==> config.mk <==
export PLATFORM = sky130hd
export DESIGN_NAME = bio_port
export DESIGN_NICKNAME = d
export VERILOG_FILES = /design/src/core/bio_pin_cell.v /design/src/core/bio_port.v
export VERILOG_INCLUDE_DIRS = /design/src /design/src/include
export SDC_FILE = /design/constraint.sdc
export NUM_CORES = 1
export LEC_CHECK = 0
export BUFFER_PORTS_ARGS = -buffer_cell sky130_fd_sc_hd__buf_2
export CAP_MARGIN = 20
export CORE_UTILIZATION = 53
export CTS_BUF_LIST = sky130_fd_sc_hd__clkbuf_4 sky130_fd_sc_hd__clkbuf_8 sky130_fd_sc_hd__clkbuf_16
export DETAILED_ROUTE_END_ITERATION = 6
export PLACE_DENSITY = 0.87
export SLEW_MARGIN = 10
export SYNTH_ARGS = -nofsm -noshare
export SYNTH_HDL_FRONTEND = slang
export SYNTH_HIERARCHICAL = 1
export SYNTH_SLANG_ARGS = --single-unit
==> constraint.sdc <==
create_clock -name clk -period 2.3 [get_ports clk]
set_clock_uncertainty 0.05 [all_clocks]
set_input_delay 0.115 -clock clk [delete_from_list [all_inputs] [get_ports clk]]
set_output_delay 0.115 -clock clk [all_outputs]
set_load 0.02 [all_outputs]
==> src/include/bio_regs.vh <==
// register map, field positions and reset values of the bidirectional i/o port
`ifndef BIO_REGS_VH
`define BIO_REGS_VH

// ----------------------------------------------------------------------------
// sizes
// ----------------------------------------------------------------------------
`define BIO_NUM_PORTS 3
`define BIO_PORT_W 8
`define BIO_PINS 24
`define BIO_ADDR_W 8
`define BIO_DATA_W 32

// ----------------------------------------------------------------------------
// address decode: a[7] selects control, a[6:5] the port, a[4:0] the register
// ----------------------------------------------------------------------------
`define BIO_AREA_BIT 7
`define BIO_PORT_HI 6
`define BIO_PORT_LO 5
`define BIO_OFF_HI 4
`define BIO_OFF_LO 0
`define BIO_LAST_PORT 2'h2
`define BIO_ONE_PORT 3'h1
`define BIO_NO_PORT 3'h0
`define BIO_LANE_LOW 0

// ----------------------------------------------------------------------------
// register offsets inside one port
// ----------------------------------------------------------------------------
`define BIO_OFF_PIN 5'h00
`define BIO_OFF_DIR 5'h04
`define BIO_OFF_OUT 5'h08
`define BIO_OFF_DIR_SET 5'h0c
`define BIO_OFF_DIR_CLR 5'h10
`define BIO_OFF_OUT_SET 5'h14
`define BIO_OFF_OUT_CLR 5'h18

// ----------------------------------------------------------------------------
// mcu control register
// ----------------------------------------------------------------------------
`define BIO_ADDR_CTRL 8'h80
`define BIO_PUD_BIT 4

// ----------------------------------------------------------------------------
// reset values
// ----------------------------------------------------------------------------
`define BIO_RST_DIR 24'h000000
`define BIO_RST_OUT 24'h000000
`define BIO_RST_PUD 1'h0
`define BIO_RST_RDATA 32'h00000000
`define BIO_ZERO_BYTE 8'h00
`define BIO_ZERO_HI 24'h000000
`define BIO_RST_WAIT 1'h1
`define BIO_RST_OE_N 1'h1
`define BIO_RST_BIT 1'h0

`endif

==> src/core/bio_pin_cell.v <==
// one pin: pad drive, pull-up control and input synchroniser
`timescale 1ns/1ps
`include "bio_regs.vh"

module bio_pin_cell (
   input wire clk,
   input wire rst_n,
   input wire pinDirectionBit,
   input wire pinOutputValueBit,
   input wire globalPullupDisable,
   input wire altOwn,
   input wire altDrive,
   input wire altValue,
   input wire padIn,
   output reg padOut,
   output reg padOe_n,
   output reg pullupEn,
   output reg pinInputBit
);

   // -------------------------------------------------------------------------
   // pad drive and pull-up
   // -------------------------------------------------------------------------
   wire driveEn;
   wire driveVal;
   wire pullWant;
   reg syncLow_q;

   assign driveEn = altOwn ? altDrive : pinDirectionBit; // see RULE1 see RULE16
   assign driveVal = altOwn ? altValue : pinOutputValueBit; // see RULE4
   assign pullWant = !altOwn && !pinDirectionBit && pinOutputValueBit
      && !globalPullupDisable; // see RULE2 see RULE6 see RULE17

   always @(posedge clk or negedge rst_n) begin
      if (!rst_n) begin
         padOe_n <= `BIO_RST_OE_N; // see RULE3
         padOut <= `BIO_RST_BIT;
         pullupEn <= `BIO_RST_BIT;
      end else begin
         padOe_n <= !driveEn;
         padOut <= driveVal;
         pullupEn <= pullWant;
      end
   end

   // -------------------------------------------------------------------------
   // synchroniser: falling-edge capture, then rising-edge register
   // -------------------------------------------------------------------------
   always @(negedge clk or negedge rst_n) begin
      if (!rst_n) begin
         syncLow_q <= `BIO_RST_BIT;
      end else begin
         syncLow_q <= padIn; // see RULE11
      end
   end

   always @(posedge clk or negedge rst_n) begin
      if (!rst_n) begin
         pinInputBit <= `BIO_RST_BIT;
      end else begin
         pinInputBit <= syncLow_q; // see RULE11 see RULE10 see RULE12
      end
   end

endmodule // bio_pin_cell

==> src/core/bio_port.v <==
// three eight-bit general purpose i/o ports behind an avalon-mm slave
//
// How it works
// RULE1: direction bit one drives, zero is input
// RULE2: input with output bit one enables pull-up
// RULE3: reset tri-states every pin without a clock
// RULE4: output pins follow the output-value bit
// RULE5: writing one to input bit toggles output
// RULE6: global pull-up disable turns all pull-ups off
// RULE7: direction and output bits reset to zero
// RULE8: tri-state to high passes an intermediate state
// RULE9: pull-up to output low passes intermediate state
// RULE10: input bit reads pin level in any direction
// RULE11: falling-edge latch, rising-edge input register
// RULE12: written output readable one clock later; here the pin input bit follows two clocks after out_q updates
// RULE13: bit set or clear touches one pin only; here one write sets or clears every pin whose write-data bit is one
// RULE14: output, direction read-write; pin input read-only
// RULE15: strobes per port, pull-up disable shared
// RULE16: alternate pins leave other pins as gpio
// RULE17: pull-up disable overrides direction zero, output one
// RULE18: eight bits per register, bit n is pin n
//
// Register access over Avalon-MM and the address map are this design's own decisions.
`timescale 1ns/1ps
`include "bio_regs.vh"

module bio_port (
   input wire clk,
   input wire rst_n,
   input wire [`BIO_ADDR_W-1:0] avsAddress,
   input wire avsRead,
   input wire avsWrite,
   input wire [`BIO_DATA_W-1:0] avsWritedata,
   input wire [3:0] avsByteenable,
   output reg [`BIO_DATA_W-1:0] avsReaddata,
   output reg avsWaitrequest,
   input wire [`BIO_PINS-1:0] padIn,
   output wire [`BIO_PINS-1:0] padOut,
   output wire [`BIO_PINS-1:0] padOe_n,
   output wire [`BIO_PINS-1:0] pullupEn,
   input wire [`BIO_PINS-1:0] altOwn,
   input wire [`BIO_PINS-1:0] altDrive,
   input wire [`BIO_PINS-1:0] altValue
);

   // -------------------------------------------------------------------------
   // state
   // -------------------------------------------------------------------------
   // register images and their next values
   reg [`BIO_PINS-1:0] dir_q;
   wire [`BIO_PINS-1:0] dir_d;
   reg [`BIO_PINS-1:0] out_q;
   wire [`BIO_PINS-1:0] out_d;
   reg pud_q;
   reg pud_d;
   reg bus_q;
   reg bus_d;
   // read path
   reg [`BIO_DATA_W-1:0] rdata_d;
   reg [`BIO_PORT_W-1:0] rdByte;
   wire [`BIO_PINS-1:0] readBytes;
   wire [`BIO_PINS-1:0] pinIn;
   integer i;

   // bus handshake states: idle waits for a request, answer lowers waitrequest
   localparam BUS_IDLE = 1'h0;
   localparam BUS_ANSWER = 1'h1;

   // -------------------------------------------------------------------------
   // address decode
   // -------------------------------------------------------------------------
   wire ctrlHit;
   wire portArea;
   wire [1:0] portIdx;
   wire portHit;
   wire [`BIO_NUM_PORTS-1:0] portSel;
   wire [4:0] regOff;
   wire laneOk;
   wire doWrite;
   wire doRead;

   assign ctrlHit = (avsAddress == `BIO_ADDR_CTRL);
   assign portArea = !avsAddress[`BIO_AREA_BIT];
   assign portIdx = avsAddress[`BIO_PORT_HI:`BIO_PORT_LO];
   assign portHit = portArea && (portIdx <= `BIO_LAST_PORT); // see RULE15
   assign portSel = portHit ? (`BIO_ONE_PORT << portIdx) : `BIO_NO_PORT;
   assign regOff = avsAddress[`BIO_OFF_HI:`BIO_OFF_LO];
   assign laneOk = avsByteenable[`BIO_LANE_LOW];
   assign doWrite = avsWrite && !avsWaitrequest && laneOk;
   assign doRead = avsRead && avsWaitrequest;

   // -------------------------------------------------------------------------
   // register offset decode inside a port
   // -------------------------------------------------------------------------
   wire offPin;
   wire offDir;
   wire offOut;
   wire offDirSet;
   wire offDirClr;
   wire offOutSet;
   wire offOutClr;

   assign offPin = (regOff == `BIO_OFF_PIN);
   assign offDir = (regOff == `BIO_OFF_DIR);
   assign offOut = (regOff == `BIO_OFF_OUT);
   assign offDirSet = (regOff == `BIO_OFF_DIR_SET);
   assign offDirClr = (regOff == `BIO_OFF_DIR_CLR);
   assign offOutSet = (regOff == `BIO_OFF_OUT_SET);
   assign offOutClr = (regOff == `BIO_OFF_OUT_CLR);

   // -------------------------------------------------------------------------
   // per-port strobes, shared by the eight pins of each port
   // -------------------------------------------------------------------------
   // write strobes
   wire [`BIO_NUM_PORTS-1:0] inputRegWriteStrobe;
   wire [`BIO_NUM_PORTS-1:0] directionRegWriteStrobe;
   wire [`BIO_NUM_PORTS-1:0] outputRegWriteStrobe;
   wire [`BIO_NUM_PORTS-1:0] dirSetStrobe;
   wire [`BIO_NUM_PORTS-1:0] dirClrStrobe;
   wire [`BIO_NUM_PORTS-1:0] outSetStrobe;
   wire [`BIO_NUM_PORTS-1:0] outClrStrobe;

   // read strobes
   wire [`BIO_NUM_PORTS-1:0] pinReadStrobe;
   wire [`BIO_NUM_PORTS-1:0] directionRegReadStrobe;
   wire [`BIO_NUM_PORTS-1:0] outputRegReadStrobe;

   genvar p;
   generate
      for (p = 0; p < `BIO_NUM_PORTS; p = p + 1) begin : gStrobe
         wire wrHere;
         wire rdHere;

         assign wrHere = doWrite && portSel[p]; // see RULE15
         assign rdHere = doRead && portSel[p]; // see RULE15

         // write strobes
         assign inputRegWriteStrobe[p] = wrHere && offPin;
         assign directionRegWriteStrobe[p] = wrHere && offDir;
         assign outputRegWriteStrobe[p] = wrHere && offOut;
         assign dirSetStrobe[p] = wrHere && offDirSet;
         assign dirClrStrobe[p] = wrHere && offDirClr;
         assign outSetStrobe[p] = wrHere && offOutSet;
         assign outClrStrobe[p] = wrHere && offOutClr;

         // read strobes
         assign pinReadStrobe[p] = rdHere && offPin;
         assign directionRegReadStrobe[p] = rdHere && offDir;
         assign outputRegReadStrobe[p] = rdHere && offOut;
      end
   endgenerate

   // -------------------------------------------------------------------------
   // direction register: next value per port
   // -------------------------------------------------------------------------
   wire [`BIO_PORT_W-1:0] wByte;

   assign wByte = avsWritedata[`BIO_PORT_W-1:0];

   generate
      for (p = 0; p < `BIO_NUM_PORTS; p = p + 1) begin : gDir
         wire [`BIO_PORT_W-1:0] dirNow;
         reg [`BIO_PORT_W-1:0] dirNext;

         assign dirNow = dir_q[p*`BIO_PORT_W +: `BIO_PORT_W]; // see RULE18

         always @* begin
            dirNext = dirNow;
            if (directionRegWriteStrobe[p]) begin
               dirNext = wByte; // see RULE1 see RULE14
            end
            if (dirSetStrobe[p]) begin
               dirNext = dirNow | wByte; // see RULE13
            end
            if (dirClrStrobe[p]) begin
               dirNext = dirNow & ~wByte; // see RULE13
            end
         end

         assign dir_d[p*`BIO_PORT_W +: `BIO_PORT_W] = dirNext;
      end
   endgenerate

   // -------------------------------------------------------------------------
   // output value register: next value per port
   // -------------------------------------------------------------------------
   generate
      for (p = 0; p < `BIO_NUM_PORTS; p = p + 1) begin : gOut
         wire [`BIO_PORT_W-1:0] outNow;
         reg [`BIO_PORT_W-1:0] outNext;

         assign outNow = out_q[p*`BIO_PORT_W +: `BIO_PORT_W]; // see RULE18

         always @* begin
            outNext = outNow;
            if (inputRegWriteStrobe[p]) begin
               outNext = outNow ^ wByte; // see RULE5
            end
            if (outputRegWriteStrobe[p]) begin
               outNext = wByte; // see RULE14
            end
            if (outSetStrobe[p]) begin
               outNext = outNow | wByte; // see RULE13
            end
            if (outClrStrobe[p]) begin
               outNext = outNow & ~wByte; // see RULE13
            end
         end

         assign out_d[p*`BIO_PORT_W +: `BIO_PORT_W] = outNext;
      end
   endgenerate

   // -------------------------------------------------------------------------
   // read side: data for the answer
   // -------------------------------------------------------------------------
   generate
      for (p = 0; p < `BIO_NUM_PORTS; p = p + 1) begin : gRead
         reg [`BIO_PORT_W-1:0] readNext;

         always @* begin
            readNext = `BIO_ZERO_BYTE;
            if (pinReadStrobe[p]) begin
               readNext = pinIn[p*`BIO_PORT_W +: `BIO_PORT_W]; // see RULE10
            end else if (directionRegReadStrobe[p]) begin
               readNext = dir_q[p*`BIO_PORT_W +: `BIO_PORT_W];
            end else if (outputRegReadStrobe[p]) begin
               readNext = out_q[p*`BIO_PORT_W +: `BIO_PORT_W];
            end
         end

         assign readBytes[p*`BIO_PORT_W +: `BIO_PORT_W] = readNext;
      end
   endgenerate

   // unaddressed ports give zero, so the bytes can be merged by or
   always @* begin
      rdByte = `BIO_ZERO_BYTE;
      for (i = 0; i < `BIO_NUM_PORTS; i = i + 1) begin
         rdByte = rdByte | readBytes[i*`BIO_PORT_W +: `BIO_PORT_W];
      end
      rdata_d = {`BIO_ZERO_HI, rdByte};
      if (ctrlHit) begin
         rdata_d = `BIO_RST_RDATA;
         rdata_d[`BIO_PUD_BIT] = pud_q;
      end
   end

   // -------------------------------------------------------------------------
   // control register: global pull-up disable
   // -------------------------------------------------------------------------
   always @* begin
      pud_d = pud_q;
      if (doWrite && ctrlHit) begin
         pud_d = avsWritedata[`BIO_PUD_BIT]; // see RULE6
      end
   end

   always @(posedge clk or negedge rst_n) begin
      if (!rst_n) begin
         pud_q <= `BIO_RST_PUD;
      end else begin
         pud_q <= pud_d;
      end
   end

   // -------------------------------------------------------------------------
   // bus handshake
   // -------------------------------------------------------------------------
   // idle to answer on any request; the answer lasts one cycle
   always @* begin
      bus_d = bus_q;
      case (bus_q)
         BUS_IDLE: begin
            if (avsRead || avsWrite) begin
               bus_d = BUS_ANSWER;
            end
         end
         BUS_ANSWER: begin
            bus_d = BUS_IDLE;
         end
         default: begin
            bus_d = BUS_IDLE;
         end
      endcase
   end

   always @(posedge clk or negedge rst_n) begin
      if (!rst_n) begin
         bus_q <= BUS_IDLE;
         avsWaitrequest <= `BIO_RST_WAIT;
         avsReaddata <= `BIO_RST_RDATA;
      end else begin
         bus_q <= bus_d;
         avsWaitrequest <= (bus_d == BUS_IDLE);
         if (doRead) begin
            avsReaddata <= rdata_d;
         end
      end
   end

   // -------------------------------------------------------------------------
   // port registers
   // -------------------------------------------------------------------------
   always @(posedge clk or negedge rst_n) begin
      if (!rst_n) begin
         dir_q <= `BIO_RST_DIR; // see RULE7
         out_q <= `BIO_RST_OUT; // see RULE7
      end else begin
         dir_q <= dir_d;
         out_q <= out_d;
      end
   end

   // -------------------------------------------------------------------------
   // pin cells
   // -------------------------------------------------------------------------
   // one cell per pin; alternate ownership is decided pin by pin
   genvar g;
   generate
      for (g = 0; g < `BIO_PINS; g = g + 1) begin : gPin
         bio_pin_cell uCell (
            .clk(clk),
            .rst_n(rst_n),
            .pinDirectionBit(dir_q[g]),
            .pinOutputValueBit(out_q[g]),
            .globalPullupDisable(pud_q), // see RULE15
            .altOwn(altOwn[g]),
            .altDrive(altDrive[g]),
            .altValue(altValue[g]),
            .padIn(padIn[g]),
            .padOut(padOut[g]),
            .padOe_n(padOe_n[g]),
            .pullupEn(pullupEn[g]),
            .pinInputBit(pinIn[g])
         );
      end
   endgenerate

endmodule // bio_port

# Yosys cells after proc, flatten, opt, wreduce, memory -nomap -nowiden

Index checks and enable logic that the tools add are counted.

Input bits: 144
Memories kept: 0
Bits in registers: 203
ROM bits: 0
Latch bits: 0
Memory bits (writable): 0

Magnitude comparators: 1
Multiply operators: 0
Add/sub/neg operators: 0
Divide/modulo/power cells: 0
Reductions and logical operators: 196
Eq/ne operators: 7
Mux-type cells: 82
Shifts and indexed selects: 1
Bitwise gates (word level): 20

Operator list:

| cell                                             | number |
|---|---|
| 2-to-1 mux 8 bit                                 | 31 |
| logical AND 1 bit                                | 113 |
| zero test 1 bit                                  | 75 |
| bitwise OR 8 bit                                 | 8 |
| 2-to-1 mux 1 bit                                 | 49 |
| AND 8 bit                                        | 6 |
| XOR 8 bit                                        | 3 |
| == test 5 bit (second input constant)            | 3 |
| nonzero test 4 bit                               | 3 |
| == test 5 x 4 -> 1 bit (second input constant)   | 2 |
| nonzero test 3 bit                               | 3 |
| == test 8 bit (second input constant)            | 1 |
| NOT 8 bit                                        | 1 |
| == test 5 x 3 -> 1 bit (second input constant)   | 1 |
| zero test 5 bit                                  | 1 |
| 2-to-1 mux 3 bit                                 | 1 |
| left shift 1 x 2 -> 3 bit (first input constant) | 1 |
| <= comparator 2 bit (second input constant)      | 1 |
| NOT 1 bit                                        | 2 |
| case mux 1 bit (2 select lines)                  | 1 |
| logical OR 1 bit                                 | 1 |

# Logic depth before layout (Yosys ltp)

Word-level depth: 11
Mapped depth: 7

# Cells and area by module

The synthesis kept the hierarchy.

By module, submodules not included:

| module       | instances | cells each | area an instance (um^2) |
|---|---|---|---|
| bio_port     | 1         | 542        | 4742.0 |
| bio_pin_cell | 24        | 8          | 166.4 |

==> results.py <==
metrics = {
    "outcome": {
        "status": "completed",
    },
    "detailed_routing": {
        "ant_nets": 0,
        "post-route-drc-count": 0,
        "vias": 7390,
        "wire_per_inst_um": 20.09,
        "drt-initial-drc-count": 652,
        "firstDrtPassIters": 5,
        "vias_per_cell": 5.760,
        "finalWirelength_um": 25780,
    },
    "timing": {
        "drv_slew": 0,
        "hold_violations": 0,
        "tns_ns": 0,
        "rsz0062_at_grt": "false",
        "fin_crit_ns": 2.117,
        "min_period_over_period_pct": 92.05,
        "finalSetupViolations": 0,
        "max_freq_mhz": 472.3,
        "relSlewSlack_pct": 41.03,
        "tightest_slew_ns": 0.8846,
    },
    "synthesis": {
        "synth_warnings": 6,
        "synthArstFlopShare_pct": 100.0,
        "ys_seq_area_share_pct": 51.63,
        "synth_edf_count": 0,
        "yosysUniqueCellTypes": 62,
        "syn_avg_cell_area_sq_um": 11.90,
        "postSynthCellCount": 734,
        "syn-cell-area_sq_um": 8736,
        "synth-seq-cells": 179,
        "synth-main-ff-cell": "dfrtp_1",
    },
    "cts": {
        "cts_buffer_depth": 2,
        "tritoncts": "done",
        "cts_made_buffers": 17,
        "path_clk_slew_ns": 0.07,
        "cts.sinks": 179,
        "post_cts_buffers": 0,
        "root_buffer": "clkbuf_16",
        "htreeDepth": 4,
        "insertion_delay_ns": 0.43,
    },
    "worst_setup_path": {
        "r2r_setup_slack_ns": 0.18,
        "max_stage_delay_ns": 0.45,
        "cp.required_ns": 2.59,
        "r2r_start": "avsWaitrequest",
        "worstPathMaxFanout": 8,
        "crit_path_frequent_cell": "buf_4",
        "r2r_cells": 6,
        "crit_path_cell_trace": "nand4bb_1, buf_4, nor4_4, buf_4, nor2_1, a31oi_1",
        "critical_path_class": "flip-flop to flip-flop",
        "arrival_ns": 2.41,
        "rr_endpoint": "out_q[13]",
        "worst_path_max_delay_cell": "nand4bb_1",
        "path_buf_inv": 2,
        "crit_family": "simple AND/OR/NAND/NOR gates",
        "endpoint_kind": "flip-flop",
        "cp-start-kind": "flip-flop",
    },
    "worst_hold_path": {
        "min_path_type": "primary input to flip-flop",
        "hold_path_depth": 3,
        "worstHoldEndpoint": "out_q[14]",
        "min-delay-start": "avsWritedata[6]",
    },
    "finish": {
        "drive_gt1_share_pct": 32.74,
        "layout_common_cells": "196 x buf_2, 130 x dfrtp_1, 103 x dlygate4sd3_1",
        "fin_util_pct": 72.80,
        "nFillCells": 1120,
        "fin_nets": 1245,
        "area_delta_synth_final_pct": 33.34,
        "final_common_cell": "buf_2",
    },
    "floorplan": {
        "rows": 46,
        "die_y_um": 130.4,
        "dieArea_sq_um": 17000,
        "pin_count": 249,
        "core_region_area_sq_um": 16000,
        "die_w_um": 130.4,
        "initial_core_util_pct": 54.60,
    },
    "global_routing": {
        "antenna_found_initial": 1,
        "grt_max_degree": 73,
        "grt_pass1_vias": 7520,
        "grt.total_usage_pct": 31.62,
        "grt_pass1_wl_um": 39840,
        "overflow": 0,
    },
    "pwr": {
        "leakagePower_nw": 5.436,
        "ir_worst_vdd_v": 0.0005570,
        "p_per_area_nw_per_um2": 661.6,
    },
    "place": {
        "hpwl_um": 16370,
        "gp_congestion": 0.9559,
        "port_buffers": 197,
    },
    "flow_run": {
        "maxCapViolCount": 0,
    },
}
-- cells by family (layout without fill, tap and decap cells) --
family | count (synthesis) | in the layout | synth area share, %
mux | 67 | 67 | 9.281
compound gates | 177 | 177 | 13.65
fa+ha+maj | 48 | 48 | 6.875
flops | 179 | 179 | 51.63
xor+xnor | 1 | 1 | 0.1862
simple gates | 176 | 176 | 13.18
buf+inv | 85 | 394 | 5.156
other cells | 1 | 25 | 0.04293
-- how the worst max path moves through the flow --
| stage | slack [ns] | startpoint | cells after the start | to |
|---|---|---|---|---|
| final | 0.18 | avsWaitrequest | 6 | out_q[13] |
| after global routing | 0.05 | avsWaitrequest | 5 | dir_q[2] |
| after CTS | 0.21 | avsWaitrequest | 6 | out_q[13] |
| after detailed placement | 0.22 | avsWaitrequest | 6 | out_q[13] |
| after global placement | 0.25 | avsAddress[1] | 6 | out_q[1] |
| after floorplan | 0.60 | avsWaitrequest | 7 | out_q[2] |
-- power breakdown --
part	internal, mW	switching, mW	leakage [nW]	total [mW]
Clock	1.78	1.23	0.298	3.02
Sequential	3.35	0.144	2.26	3.49
Combinational	0.546	0.650	2.88	1.20
-- stage by stage --
stage / std cells / setup slack (ns) / cell area [sq um] / hold WS, ns / power (mW)
after global placement: 1147 / 0.2523 / 10000 / -0.02760 / 4.520
final: 1283 / 0.1829 / 11650 / 0.02791 / 7.706
after global routing: 1283 / 0.05008 / 11650 / 0.01688 / 7.986
after detailed placement: 1147 / 0.2169 / 10000 / -0.01892 / 4.566
after CTS: 1282 / 0.2066 / 11650 / 0.004267 / 7.703
after floorplan: 757 / 0.5976 / 8822 / -0.2306 / 4.149
-- state kept, by name, indices dropped and copies added, names as in the netlist --
name	cells
gPin.uCell/syncLow_q	24
gPin.uCell/pullupEn	24
dir_q	24
gPin.uCell/pinInputBit	24
gPin.uCell/padOe_n	24
bus_q	1
out_q	24
gPin.uCell/padOut	24
avsWaitrequest	1
pud_q	1
avsReaddata	8
-- area by class of cell --
type,instances,area [sq um],area share [%]
flip-flops and latches,179,4511,38.72
multi-input cells,493,3861,33.15
repair buffers,329,2266,19.45
clock buffers,20,460.4,3.953
well taps,216,270.3,2.320
clock inverters,12,153.9,1.321
inverters,33,123.9,1.063
diodes,1,2.502,0.02148
-- synthesized netlist by cell type (all sizes together) (15+ instances only) --
| cell type | number | area, sq um |
|---|---|---|
| nor2 | 50 | 187.7 |
| mux2i | 36 | 360.4 |
| dfrtn | 24 | 600.6 |
| o2bb2ai | 24 | 210.2 |
| dfstp | 25 | 656.9 |
| ha | 48 | 600.6 |
| a22oi | 19 | 142.6 |
| nand2 | 61 | 231.5 |
| inv | 33 | 123.9 |
| dfrtp | 130 | 3253 |
| o221ai | 15 | 131.4 |
| buf | 42 | 289.0 |
| mux2 | 30 | 427.9 |
| o21ai | 59 | 295.3 |
| a31oi | 25 | 156.4 |
| nor4b | 24 | 360.4 |
-- metal layers --
metal | part of all wire, % | GRT usage, % | vias to the layer above
met5 | 0 | 0 | -
met2 | 48 | 53.00 | 490
met4 | 4.4 | 16.36 | 0
li1 | - | - | 3270
met1 | 38 | 36.98 | 3534
met3 | 10 | 9.283 | 96
-- worst min-delay path, stage by stage --
cell      delay [ns]
buf_2           0.13
o221ai_1        0.14
a31oi_1         0.09
-- timing repair --
action / CTS / global route
hold endpoints to repair: 112 / 0
hold buffers: 103 / 0
gates resized for setup: 0 / 0
Power figures use the tool's default switching activity.
